File: src/include/rsi_pkg.sv
// Package: register map, field positions and status types for the radio
// status and interrupt register block.
// Assumes an AHB-Lite slave with 32-bit data, one register per word.
package rsi_pkg;

  // ----------------------------------------
  // Register map (printed offsets are indices)
  // ----------------------------------------
  localparam logic [7:0] RSI_IDX_REVISION = 8'h01;
  localparam logic [7:0] RSI_IDX_CONDITION = 8'h02;
  localparam logic [7:0] RSI_IDX_EVENTS = 8'h03;
  localparam logic [7:0] RSI_IDX_ENABLE = 8'h05;
  localparam logic [7:0] RSI_IDX_SYS_STATUS = 8'h08;
  localparam logic [7:0] RSI_IDX_SYS_MASK = 8'h09;
  localparam int RSI_WORD_SHIFT = 2;

  // ----------------------------------------
  // Field positions
  // ----------------------------------------
  localparam int RSI_REV_W = 5;
  localparam int RSI_FLG_FIFO_ERR = 7;
  localparam int RSI_FLG_TX_AFULL = 6;
  localparam int RSI_FLG_TX_AEMPTY = 5;
  localparam int RSI_FLG_RX_AFULL = 4;
  localparam int RSI_FLG_EXT = 3;
  localparam int RSI_FLG_PKT_SENT = 2;
  localparam int RSI_FLG_PKT_VALID = 1;
  localparam int RSI_FLG_CRC_ERR = 0;
  localparam int RSI_FLG_W = 8;
  localparam int RSI_CNT_W = 7;
  localparam int RSI_THR_W = 6;

  // System-side sticky events (bit 0: host line asserted, bit 1: events register read by host)
  localparam int RSI_SYS_ASSERT = 0;
  localparam int RSI_SYS_ACK = 1;
  localparam int RSI_SYS_W = 2;

  // ----------------------------------------
  // Reset values
  // ----------------------------------------
  localparam logic [7:0] RSI_ENABLE_RST = 8'h00;
  localparam logic [7:0] RSI_FLAGS_RST = 8'h00;
  localparam logic [1:0] RSI_SYS_RST = 2'h0;

  // Chip power state encodings
  typedef enum logic [1:0] {
    RSI_PWR_IDLE = 2'h0,
    RSI_PWR_RX = 2'h1,
    RSI_PWR_TX = 2'h2
  } rsi_pwr_t;

  // Radio core status carried into the block
  typedef struct packed {
    logic fifo_ovfl;
    logic fifo_unfl;
    logic rx_empty;
    logic hdr_err;
    rsi_pwr_t pwr;
  } rsi_cond_t;

  // Radio core events carried into the block
  typedef struct packed {
    logic fifo_reset;
    logic tx_start;
    logic fifo_mode;
    logic pkt_sent;
    logic pkt_rx_ok;
    logic sync_ok;
    logic rx_start;
    logic crc_bad;
    logic gpio_event;
    logic [RSI_CNT_W-1:0] tx_count;
    logic [RSI_CNT_W-1:0] rx_count;
    logic [RSI_THR_W-1:0] tx_afull_thr;
    logic [RSI_THR_W-1:0] tx_aempty_thr;
    logic [RSI_THR_W-1:0] rx_afull_thr;
  } rsi_evt_t;

endpackage : rsi_pkg

File: src/rsi_flags.sv
// Module: the eight interrupt/status flags with their set and clear logic.
// Assumes event inputs come from radio logic on the same clock.
`timescale 1ns/1ns
module rsi_flags
  import rsi_pkg::*;
(
  input wire logic clk_sys,
  input wire logic rst,
  input wire rsi_evt_t evt,
  input wire logic [RSI_FLG_W-1:0] enable,
  input wire logic read_ack,
  input wire logic fifo_fault,
  output logic [RSI_FLG_W-1:0] flags,
  output logic rise
);

  logic [RSI_FLG_W-1:0] flags_r;
  logic [RSI_FLG_W-1:0] set_w;
  logic [RSI_FLG_W-1:0] clr_w;
  logic [RSI_FLG_W-1:0] flags_nxt;

  // ----------------------------------------
  // Set and clear terms
  // ----------------------------------------
  assign set_w[RSI_FLG_FIFO_ERR] = fifo_fault;
  assign clr_w[RSI_FLG_FIFO_ERR] = evt.fifo_reset;
  assign set_w[RSI_FLG_TX_AFULL] = {1'b0, evt.tx_afull_thr} < evt.tx_count;
  assign clr_w[RSI_FLG_TX_AFULL] = ~set_w[RSI_FLG_TX_AFULL];
  assign set_w[RSI_FLG_TX_AEMPTY] = evt.tx_count <= {1'b0, evt.tx_aempty_thr};
  assign clr_w[RSI_FLG_TX_AEMPTY] = ~set_w[RSI_FLG_TX_AEMPTY];
  assign set_w[RSI_FLG_RX_AFULL] = {1'b0, evt.rx_afull_thr} < evt.rx_count;
  assign clr_w[RSI_FLG_RX_AFULL] = evt.rx_count < {1'b0, evt.rx_afull_thr};
  assign set_w[RSI_FLG_EXT] = evt.gpio_event;
  assign clr_w[RSI_FLG_EXT] = 1'b0;
  assign set_w[RSI_FLG_PKT_SENT] = evt.pkt_sent;
  assign clr_w[RSI_FLG_PKT_SENT] = ~evt.fifo_mode | evt.tx_start;
  assign set_w[RSI_FLG_PKT_VALID] = evt.pkt_rx_ok;
  assign clr_w[RSI_FLG_PKT_VALID] = evt.sync_ok;
  assign set_w[RSI_FLG_CRC_ERR] = evt.crc_bad;
  assign clr_w[RSI_FLG_CRC_ERR] = evt.rx_start;

  // Set wins over any clear; enabled flags also clear on host read
  assign flags_nxt = set_w | (flags_r & ~clr_w & ~(read_ack ? enable : '0));

  always_ff @(posedge clk_sys) begin
    if (rst) begin
      flags_r <= RSI_FLAGS_RST;
    end else begin
      flags_r <= flags_nxt;
    end
  end

  assign flags = flags_r;
  assign rise = |(flags_nxt & ~flags_r & enable);

endmodule : rsi_flags

File: src/rsi_regs.sv
// Module: AHB-Lite register block for revision, device condition and
// first event flags with interrupt line to the host.
// Assumes radio status and events arrive synchronous to clk_sys.
//
// Overview of operation
// - Read-only five-bit revision, upper bits zero
// - Status bit 7 shows FIFO overflow
// - Status bit 6 shows FIFO underflow
// - Status bit 5 high while receive FIFO empty
// - Status bit 4 shows header check failure
// - Status bits 1:0 give power state
// - FIFO error latches until FIFO reset
// - TX almost-full tracks count above threshold
// - TX almost-empty tracks count at/below threshold
// - RX almost-full sets above, clears below threshold
// - External flag sets on GPIO event
// - Packet-sent sets on send, clears on restart or while FIFO mode is off
// - Valid-packet sets on receive, clears on sync
// - CRC-error sets on mismatch, clears on reception
// - Enabled flag rising drives interrupt low
// - Host read releases line, clears enabled flags
// - Disabled flags are plain status, never read-cleared
//
// Implementation choice: the AHB-Lite slave port.
`timescale 1ns/1ns
module rsi_regs
  import rsi_pkg::*;
#(
  parameter logic [RSI_REV_W-1:0] REVISION = 5'h15 // Arbitrary value
)(
  input wire logic clk_sys,
  input wire logic rst,
  input wire logic hsel,
  input wire logic [31:0] haddr,
  input wire logic [1:0] htrans,
  input wire logic hwrite,
  input wire logic [2:0] hsize,
  input wire logic [31:0] hwdata,
  input wire logic hready,
  output logic [31:0] hrdata,
  output logic hreadyout,
  output logic hresp,
  input wire rsi_cond_t cond,
  input wire rsi_evt_t evt,
  output logic host_interrupt_n,
  output logic sys_irq
);

  initial begin
    if (RSI_FLG_W != 8) begin
      $error("Flag width must be eight");
    end
  end

  // ----------------------------------------
  // Bus address phase capture
  // ----------------------------------------
  logic dp_valid_r;
  logic dp_write_r;
  logic [7:0] dp_idx_r;
  logic [RSI_FLG_W-1:0] enable_r;
  logic [RSI_SYS_W-1:0] sys_status_r;
  logic [RSI_SYS_W-1:0] sys_mask_r;
  logic host_interrupt_n_r;
  logic [31:0] hrdata_r;
  logic sys_irq_r;
  logic [RSI_FLG_W-1:0] flags;
  logic rise;

  wire addr_take = hsel & hready & htrans[1];
  wire [7:0] addr_idx = haddr[RSI_WORD_SHIFT +: 8];
  wire rd_events = addr_take & ~hwrite & (addr_idx == RSI_IDX_EVENTS);
  wire wr_go = dp_valid_r & dp_write_r;

  // Condition register, reserved bits read zero
  wire [7:0] cond_byte = {cond.fifo_ovfl, cond.fifo_unfl, cond.rx_empty,
    cond.hdr_err, 2'b00, cond.pwr};
  wire fifo_fault = cond.fifo_ovfl | cond.fifo_unfl;

  function automatic logic [31:0] read_mux(input logic [7:0] idx);
    if (idx == RSI_IDX_REVISION) begin
      read_mux = {27'h0, REVISION};
    end else if (idx == RSI_IDX_CONDITION) begin
      read_mux = {24'h0, cond_byte};
    end else if (idx == RSI_IDX_EVENTS) begin
      read_mux = {24'h0, flags};
    end else if (idx == RSI_IDX_ENABLE) begin
      read_mux = {24'h0, enable_r};
    end else if (idx == RSI_IDX_SYS_STATUS) begin
      read_mux = {30'h0, sys_status_r};
    end else if (idx == RSI_IDX_SYS_MASK) begin
      read_mux = {30'h0, sys_mask_r};
    end else begin
      read_mux = 32'h0;
    end
  endfunction : read_mux

  rsi_flags u_flags (
    .clk_sys(clk_sys),
    .rst(rst),
    .evt(evt),
    .enable(enable_r),
    .read_ack(rd_events),
    .fifo_fault(fifo_fault),
    .flags(flags),
    .rise(rise)
  );

  always_ff @(posedge clk_sys) begin
    if (rst) begin
      dp_valid_r <= 1'b0;
      dp_write_r <= 1'b0;
      dp_idx_r <= 8'h00;
    end else if (hready) begin
      dp_valid_r <= addr_take;
      dp_write_r <= hwrite;
      dp_idx_r <= addr_idx;
    end
  end

  always_ff @(posedge clk_sys) begin
    if (rst) begin
      hrdata_r <= 32'h0;
    end else if (addr_take & ~hwrite) begin
      hrdata_r <= read_mux(addr_idx);
    end
  end

  // ----------------------------------------
  // Enable mask and host line
  // ----------------------------------------
  always_ff @(posedge clk_sys) begin
    if (rst) begin
      enable_r <= RSI_ENABLE_RST;
    end else if (wr_go & (dp_idx_r == RSI_IDX_ENABLE)) begin
      enable_r <= hwdata[RSI_FLG_W-1:0];
    end
  end

  // Rise takes priority over a same-cycle read release
  wire irq_assert = rise;
  always_ff @(posedge clk_sys) begin
    if (rst) begin
      host_interrupt_n_r <= 1'b1;
    end else if (irq_assert) begin
      host_interrupt_n_r <= 1'b0;
    end else if (rd_events) begin
      host_interrupt_n_r <= 1'b1;
    end
  end

  // ----------------------------------------
  // System interrupt (write one to clear)
  // ----------------------------------------
  wire [RSI_SYS_W-1:0] sys_set = {rd_events, irq_assert};
  wire [RSI_SYS_W-1:0] sys_clr = (wr_go & (dp_idx_r == RSI_IDX_SYS_STATUS)) ?
    hwdata[RSI_SYS_W-1:0] : '0;

  always_ff @(posedge clk_sys) begin
    if (rst) begin
      sys_status_r <= RSI_SYS_RST;
      sys_mask_r <= RSI_SYS_RST;
      sys_irq_r <= 1'b0;
    end else begin
      sys_status_r <= sys_set | (sys_status_r & ~sys_clr);
      if (wr_go & (dp_idx_r == RSI_IDX_SYS_MASK)) begin
        sys_mask_r <= hwdata[RSI_SYS_W-1:0];
      end
      sys_irq_r <= |((sys_set | (sys_status_r & ~sys_clr)) & sys_mask_r);
    end
  end

  assign hrdata = hrdata_r;
  assign hreadyout = 1'b1;
  assign hresp = 1'b0;
  assign host_interrupt_n = host_interrupt_n_r;
  assign sys_irq = sys_irq_r;
endmodule : rsi_regs

File: config.mk
export PLATFORM = sky130hd
export DESIGN_NAME = rsi_regs
export DESIGN_NICKNAME = d
export VERILOG_FILES = /design/src/include/rsi_pkg.sv /design/src/rsi_flags.sv /design/src/rsi_regs.sv
export SDC_FILE = /design/constraint.sdc
export NUM_CORES = 1
export LEC_CHECK = 0
export ABC_CLOCK_PERIOD_IN_PS = 6250
export BUFFER_PORTS_ARGS = -buffer_cell sky130_fd_sc_hd__buf_2
export CORE_UTILIZATION = 46
export CTS_CLUSTER_DIAMETER = 50
export DETAILED_ROUTE_END_ITERATION = 12
export PLACE_DENSITY = 0.86
export SYNTH_ARGS = -nofsm -noshare
export SYNTH_HDL_FRONTEND = slang
export SYNTH_SLANG_ARGS = --single-unit
File: constraint.sdc
create_clock -name clk_sys -period 6.25 [get_ports clk_sys]
set_clock_uncertainty 0.2 [all_clocks]
set_input_delay 1.25 -clock clk_sys [delete_from_list [all_inputs] [get_ports clk_sys]]
set_output_delay 1.25 -clock clk_sys [all_outputs]
set_load 0.1 [all_outputs]
# After elaboration in Yosys (flattened, before gate mapping)

Index checks and enable logic that the tools add are counted.

Register bits after elaboration: 64
Input port bits: 121
Output and inout bits: 36
Word-level logic and storage cells: 62

Magnitude comparators: 4
Equal/unequal tests: 9
Mux-type cells: 10
Bitwise gates (word level): 26
Reduce and logical (&&, ||, !) cells: 3

Operator list:

| cell               | number |
|---|---|
| $mux 8             | 5 |
| $and 8x8->8        | 4 |
| $eq 8x4->1 const B | 4 |
| $not 8->8          | 3 |
| $eq 8x2->1 const B | 2 |
| $eq 8x3->1 const B | 2 |
| $lt 6x7->1         | 2 |
| $and 1x1->1        | 8 |
| $eq 8x1->1 const B | 1 |
| $or 8x8->8         | 1 |
| $reduce_or 8->1    | 1 |
| $le 7x6->1         | 1 |
| $lt 7x6->1         | 1 |
| $mux 2             | 3 |
| $and 2x2->2        | 2 |
| $not 1->1          | 4 |
| $mux 1             | 2 |
| $not 2->2          | 1 |
| $or 1x1->1         | 2 |
| $or 2x2->2         | 1 |
| $reduce_bool 2->1  | 1 |
| $reduce_or 2->1    | 1 |

# Longest topological paths before layout

Gate-level depths: netlist (run 1).

Word-level depth: 14
Depth in mapped cells: 8
Depth with buffers taken out: 8

# Cells and area by module

Synthesis (run 1) repeated with hierarchy kept, for this count alone.

Cell total of the unflattened synthesis: 309
Area total of the unflattened synthesis: 2570.0 sq um

By module, submodules not included:

| module    | instances | cells an instance | area each (sq um) | sequential area each (sq um) |
|---|---|---|---|---|
| rsi_regs  | 1         | 201               | 1740.4            | 640.6 |
| rsi_flags | 1         | 108               | 829.5             | 160.2 |

# Worst setup path after synthesis (run 1)

Ideal clock, no wire load.

Kind: input to register
Start: input port haddr[6]
End: register hrdata_r[0] (netlist: hrdata[0])
Setup time: 0.131 ns
Data arrival time: 2.949 ns
Required time: 5.919 ns
Slack: 2.970 ns
Stages on the path: 6
Path buffers: 0
Cell sequence: or4_4 -> or3b_4 -> or2_1 -> or3_1 -> a21oi_1 -> nor3_1

Word-level cells in the longest chain between the ends: 7
Elaborated cells between the ends (all ways): 12
Classes of those cells: eq/ne: 6; mux: 6

RTL lines:

| what                 | RTL line        | source |
|---|---|---|
| from (decl)          | rsi_regs.sv:34  | `input wire logic [31:0] haddr,` |
| $eq 8x4->1           | rsi_regs.sv:91  | `end else if (idx == RSI_IDX_SYS_MASK) begin` |
| $mux 2               | rsi_regs.sv:91  |  |
| $mux 2               | rsi_regs.sv:89  | `end else if (idx == RSI_IDX_SYS_STATUS) begin` |
| $mux 8               | rsi_regs.sv:87  | `end else if (idx == RSI_IDX_ENABLE) begin` |
| $mux 8               | rsi_regs.sv:85  | `end else if (idx == RSI_IDX_EVENTS) begin` |
| $mux 8               | rsi_regs.sv:83  | `end else if (idx == RSI_IDX_CONDITION) begin` |
| $mux 8 *             | rsi_regs.sv:81  | `if (idx == RSI_IDX_REVISION) begin` |
| to (signal assigned) | rsi_regs.sv:125 | `hrdata_r <= read_mux(addr_idx);` |
| to (decl)            | rsi_regs.sv:65  | `logic [31:0] hrdata_r;` |

Mark *: on every way between the ends. The rest lies on a longest branch, timed or not.
A chain may end at the register's enable or synchronous reset.

# Worst setup path in the final report (run 1)

Start: input port evt[2] (netlist bit)
End: register sys_status_r[0]

Word-level cells in the longest chain between the ends: 9
Elaborated cells between the ends (all ways): 10
Classes of those cells: order compare: 2; bitwise: 7; reduce/logical: 1

RTL lines:

| what                       | RTL line        | source |
|---|---|---|
| from (decl)                | rsi_regs.sv:44  | `input wire rsi_evt_t evt,` |
| $lt 7x6->1                 | rsi_flags.sv:32 | `assign clr_w[RSI_FLG_RX_AFULL] = evt.rx_count < {1'b0, evt.rx_afull_thr};` |
| $not 8->8                  | rsi_flags.sv:43 | `assign flags_nxt = set_w \| (flags_r & ~clr_w & ~(read_ack ? enable : '0));` |
| $and 8x8->8 (2 in a row)   | rsi_flags.sv:43 |  |
| $or 8x8->8 *               | rsi_flags.sv:43 |  |
| $and 8x8->8 * (2 in a row) | rsi_flags.sv:54 | `assign rise = \|(flags_nxt & ~flags_r & enable);` |
| $reduce_or 8->1 *          | rsi_flags.sv:54 |  |
| $or 2x2->2 *               | rsi_regs.sv:165 | `sys_status_r <= sys_set \| (sys_status_r & ~sys_clr);` |
| to (signal assigned)       | rsi_regs.sv:165 |  |
| to (decl)                  | rsi_regs.sv:62  | `logic [RSI_SYS_W-1:0] sys_status_r;` |

Marked as above.

==> impl_metrics.toml, run 1 <==
[floorplan]
die_area_mm2 = 0.00571
die_w_um = 75.6
die_y_um = 75.6
start_util = 0.482
design.core.area_mm2 = 0.00517
placementRows = 26
ios = 157

[cells_and_area]
layout_common_cells = "buf_2 (78), dfxtp_1 (40), nor2_1 (36)"
final_common_cell = "buf_2"
diodes = 0
nets = 500
area_growth_pct = 19.0
drive_above_1_share = 0.270
fin_area_mm2 = 0.00296

[clock_tree]
worst_setup_hold_path_clk_slew_ns = 0.08
postCtsSetupBuffers = 0
numCtsBuffers = 5
cts_hold_buffers = 0
clkLatencyLatePin_ns = 0.30
ctsLongestPathBuffers = 2
cts.sinks = 40
cts_root_buf = "clkbuf_8"
htreeDepth = 2
post_cts_resized = 0
cts_tree = "yes"

[timing]
min_period_over_period = 0.565
max-slew-margin-rel = 0.446
hold_viol = 0
finalMaxSlewViolations = 0
rsz0062_at_grt = "no"
setup_viol = 0
period_minus_slack_ns = 3.53
setup-tns-final_ns = 0
fin_ws_ns = 2.72
max_freq_mhz = 283
tightest_slew_ns = 0.822
hold_ws_ns = 0.259

[global_routing]
track_usage = 0.208
antenna_found_initial = 0
grt_pass1_wl_mm = 8.92
grt_start_max_net_pins = 41
grt_pass1_vias = 1966
grt-ovfl-total = 0

[min_path]
hold_end = "hrdata[1]"
whs_path_depth = 2
hp-start = "hrdata[1]"
hp-class = "flop to flop"

[placement]
gp_congestion = 0.813
dp_slack_ns = 2.39
postPlaceCellArea_mm2 = 0.00284
hpwl_mm = 4.40
port_buffers = 78

[drt]
vias = 2229
drc = 0
drt_first_pass_iters = 4
dr.first_iter.drc_count = 110
antenna_left = 0
totalWireLength_mm = 5.76
wl_per_cell_um = 13.3
viasPerCell = 5.15

[logic_synthesis]
ys_top_cells_by_area = "dfxtp_1 (32%), ha_1 (8.5%), buf_4 (7.8%)"
synthCells = 286
synth_cell_types = 53
synth_ff_type = "dfxtp_1"
synth_edf_count = 0
syn_avg_cell_area_um2 = 8.71
ys_seq_area_frac = 0.321
yosysTopAreaCellShare = 0.321
synth_area_mm2 = 0.00249
synth_area_leader_cell = "dfxtp_1"
synth_async_sr_flop_share = 0
ys_ff_latch = 40
yosysWarnings = 0

[power_and_ir_drop]
p_leak_nw = 1.48
power_uw = 649
ir_worst_vdd_uv = 153
powerDensity_mw_per_mm2 = 219

[critical_path]
crit_required_ns = 6.20
path_class = "input pin to flop"
reg2reg_to = "enable_r[5]"
worstSetupEndpointType = "flop"
critPathMaxFanout = 3
worstRegToRegCells = 6
reg2reg_from = "dp_idx_r[1]"
cp-start-kind = "input pin"
worstPathArrival_ns = 3.49
rrSetupSlack_ns = 4.03

[outcome]
status = "complete, no violations"

[job]
max_cap_viol_count = 0
-- routing by layer --
metal | track usage | routed length (um)
met1 | 0.255 | 2450
met2 | 0.360 | 2810
met3 | 0.0397 | 372
met4 | 0.0823 | 116
met5 | 0 | 0
-- power breakdown --
| group | leakage, nW | internal, mW | switching (mW) |
|---|---|---|---|
| Sequential | 0.327 | 0.263 | 0.00507 |
| Clock | 0.0645 | 0.141 | 0.0894 |
| Combinational | 1.09 | 0.0389 | 0.112 |
-- registers in the layout, summed over array words and instances (netlist names) --
signal and count:
sys_status_r 2, enable_r 8, dp_write_r 1, host_interrupt_n 1, u_flags.flags 8, dp_idx_r 8, hrdata 8, dp_valid_r 1
sys_mask_r 2, sys_irq 1
-- cell type report --
type                            instances  area [um2]
Fill cell                             463        2210
Timing Repair Buffer                   78         390
Inverter                               25        93.8
Clock inverter                          1        30.0
Multi-Input combinational cell        212        1470
Sequential cell                        40         801
Clock buffer                            7        96.3
Tap cell                               70        87.6
-- worst max-delay path, cell delays in order --
cell and delay [ns]:
buf_2 0.08, inv_1 0.03, ha_1 0.32, a21oi_1 0.16, a21oi_1 0.08, a2111oi_0 0.58, nor4b_1 0.14, nor4_1 0.69
a21oi_1 0.17
-- worst max-delay path by stage --
stage | cells past startpoint | start | slack [ns] | end
4_1_cts | 9 | evt[2] | 2.73 | sys_status_r[0]
2_1_floorplan | 6 | haddr[6] | 2.97 | hrdata[0]
3_5_place_dp | 9 | evt[2] | 2.39 | sys_status_r[0]
5_1_grt | 9 | evt[2] | 2.59 | sys_status_r[0]
6_report | 9 | evt[2] | 2.72 | sys_status_r[0]
3_3_place_gp | 9 | evt[2] | 2.48 | sys_status_r[0]
-- Yosys cell counts (2+ instances only) --
master	count
a31oi_1	4
nand2b_1	8
nor2b_1	5
nor3_1	5
and3b_1	2
ha_1	17
nand2_1	8
mux2_2	2
nand3_1	5
or3_1	4
nand4b_1	3
inv_1	25
a2bb2oi_1	3
or2_1	2
and4b_1	2
a211oi_1	3
o22ai_1	2
buf_1	3
a21o_1	5
conb_1	2
dfxtp_1	40
a22o_1	2
nand3b_1	4
mux2_1	2
nor3b_1	2
buf_4	26
mux2i_1	19
a22oi_1	5
clkbuf_1	4
a21oi_1	13
nor2_1	36
o41ai_1	2
-- kinds of logic (layout without fill, tap and decap cells) --
kind of cell    Yosys count  in the layout  synth area share
simple gates             96             96             0.217
flops                    40             40             0.321
buf+inv                  58            111             0.127
other cells               2             26           0.00301
fa+ha+maj                17             17            0.0854
mux                      23             23            0.0944
compound gates           50             50             0.152
-- per-stage QoR --
stage	util	instances
3_3_place_gp	0.549	425
4_1_cts	0.573	433
3_5_place_dp	0.549	425
6_report	0.573	433
2_1_floorplan	-	310
5_1_grt	0.573	433
(Power assumes the default switching activity.)
==> run 2, diff against run 1 <==
--- a/config.mk
+++ b/config.mk
@@ -5,12 +5,12 @@
 export SDC_FILE = /design/constraint.sdc
 export NUM_CORES = 1
 export LEC_CHECK = 0
-export ABC_CLOCK_PERIOD_IN_PS = 6250
+export ABC_CLOCK_PERIOD_IN_PS = 3360
 export BUFFER_PORTS_ARGS = -buffer_cell sky130_fd_sc_hd__buf_2
-export CORE_UTILIZATION = 46
+export CORE_UTILIZATION = 43
 export CTS_CLUSTER_DIAMETER = 50
 export DETAILED_ROUTE_END_ITERATION = 12
-export PLACE_DENSITY = 0.86
+export PLACE_DENSITY = 0.81
 export SYNTH_ARGS = -nofsm -noshare
 export SYNTH_HDL_FRONTEND = slang
 export SYNTH_SLANG_ARGS = --single-unit
==> constraint.sdc (replaced) <==
create_clock -name clk_sys -period 3.36 [get_ports clk_sys]
set_clock_uncertainty 0.2 [all_clocks]
set_input_delay 0.672 -clock clk_sys [delete_from_list [all_inputs] [get_ports clk_sys]]
set_output_delay 0.672 -clock clk_sys [all_outputs]
set_load 0.1 [all_outputs]
==> impl_metrics.toml, run 2 (synthesis gave the netlist of run 1 again) <==
[outcome]
status = "complete, no violations"

[placement]
hpwl_mm = 4.40
dp_slack_ns = 0.296
port_buffers = 78
gp_congestion = 0.802

[critical_path]
path_class = "input pin to flop"
cp-start-kind = "input pin"
rrSetupSlack_ns = 1.13
worstSetupEndpointType = "flop"
reg2reg_to = "enable_r[0]"
reg2reg_from = "dp_idx_r[1]"
crit_required_ns = 3.30
critPathMaxFanout = 3
worstRegToRegCells = 6
worstPathArrival_ns = 2.71

[clock_tree]
cts_root_buf = "clkbuf_8"
cts_hold_buffers = 0
cts.sinks = 40
ctsLongestPathBuffers = 2
worst_setup_hold_path_clk_slew_ns = 0.07
post_cts_resized = 0
cts_tree = "yes"
htreeDepth = 2
clkLatencyLatePin_ns = 0.29
postCtsSetupBuffers = 0
numCtsBuffers = 5

[cells_and_area]
area_growth_pct = 18.5
nets = 503
nFillCells = 533
drive_above_1_share = 0.270
diodes = 0
final_common_cell = "buf_2"
layout_common_cells = "buf_2 (78), dfxtp_1 (40), nor2_1 (36)"

[floorplan]
die_area_mm2 = 0.00610
design.core.area_mm2 = 0.00554
die_w_um = 78.1
placementRows = 27
die_y_um = 78.1
ios = 157
start_util = 0.450

[global_routing]
grt_pass1_wl_mm = 9.09
grt_start_max_net_pins = 41
grt_pass1_vias = 2033
antenna_found_initial = 0
track_usage = 0.187
grt-ovfl-total = 0

[timing]
hold_viol = 0
setup_viol = 0
tightest_slew_ns = 0.742
min_period_over_period = 0.823
max_freq_mhz = 362
max-slew-margin-rel = 0.506
fin_ws_ns = 0.596
setup-tns-final_ns = 0
rsz0062_at_grt = "no"
period_minus_slack_ns = 2.76
finalMaxSlewViolations = 0

[drt]
drt_first_pass_iters = 4
vias = 2215
viasPerCell = 5.06
antenna_left = 0
drc = 0
totalWireLength_mm = 5.62
dr.first_iter.drc_count = 83
wl_per_cell_um = 12.8

[min_path]
hold_end = "hrdata[1]"
hp-start = "hrdata[1]"
whs_path_depth = 2
hp-class = "flop to flop"

[power_and_ir_drop]
ir_worst_vdd_uv = 259
p_leak_nw = 1.48
powerDensity_mw_per_mm2 = 374

[job]
max_cap_viol_count = 0
run 2: changes by cell type in the layout (fill, tap and decap cells not counted), sizes merged:
| cell | delta |
|---|---|
| buf | +3 |
| clkbuf | +1 |
| bufinv | -1 |
run 2: area by class of cell:
cell class,count,area (um2),area share
sequential,40,801,0.271
inverter,25,93.8,0.0318
multi-input combinational,212,1470,0.496
clock buffer,8,90.1,0.0305
timing repair buffer,81,413,0.140
tap,72,90.1,0.0305
run 2: worst max-delay path: stages:
cell and delay [ns]:
buf_2 0.08, inv_1 0.03, ha_1 0.31, a21oi_1 0.14, a21oi_1 0.08, a2111oi_0 0.65, nor4b_1 0.14, nor4_1 0.35
buf_4 0.19, a21oi_1 0.06
run 2: worst max path at each step:
stage | from | to | depth (start not counted) | slack (ns)
2_1_floorplan | haddr[6] | hrdata[0] | 6 | 0.66
3_3_place_gp | evt[2] | sys_status_r[0] | 10 | 0.43
3_5_place_dp | evt[2] | sys_status_r[0] | 10 | 0.30
4_1_cts | evt[2] | sys_status_r[0] | 10 | 0.61
5_1_grt | evt[2] | sys_status_r[0] | 10 | 0.42
6_report | evt[2] | sys_status_r[0] | 10 | 0.60
run 2: layer usage:
layer | share of wire | global-route usage
met5 | 0 | 0
met4 | 0.017 | 0.0722
met3 | 0.062 | 0.0302
met2 | 0.46 | 0.304
met1 | 0.46 | 0.248
run 2: where the power goes:
group          total, mW  switching, mW  internal (mW)
clock network      0.325          0.157          0.167
logic              0.282          0.209         0.0728
registers          0.498        0.00939          0.489
total               1.10          0.376          0.729
run 2: per-stage QoR:
step                 util  hold slack (ns)  instance area (um2)  power (mW)  std cells
CTS                 0.533            0.262                 2950        1.11        438
finish              0.533            0.263                 2950        1.10        438
floorplan               -            0.250                 2580       0.744        310
detailed placement  0.517            0.251                 2860       0.790        430
global placement    0.517            0.240                 2860       0.782        430
global route        0.533            0.292                 2950        1.17        438
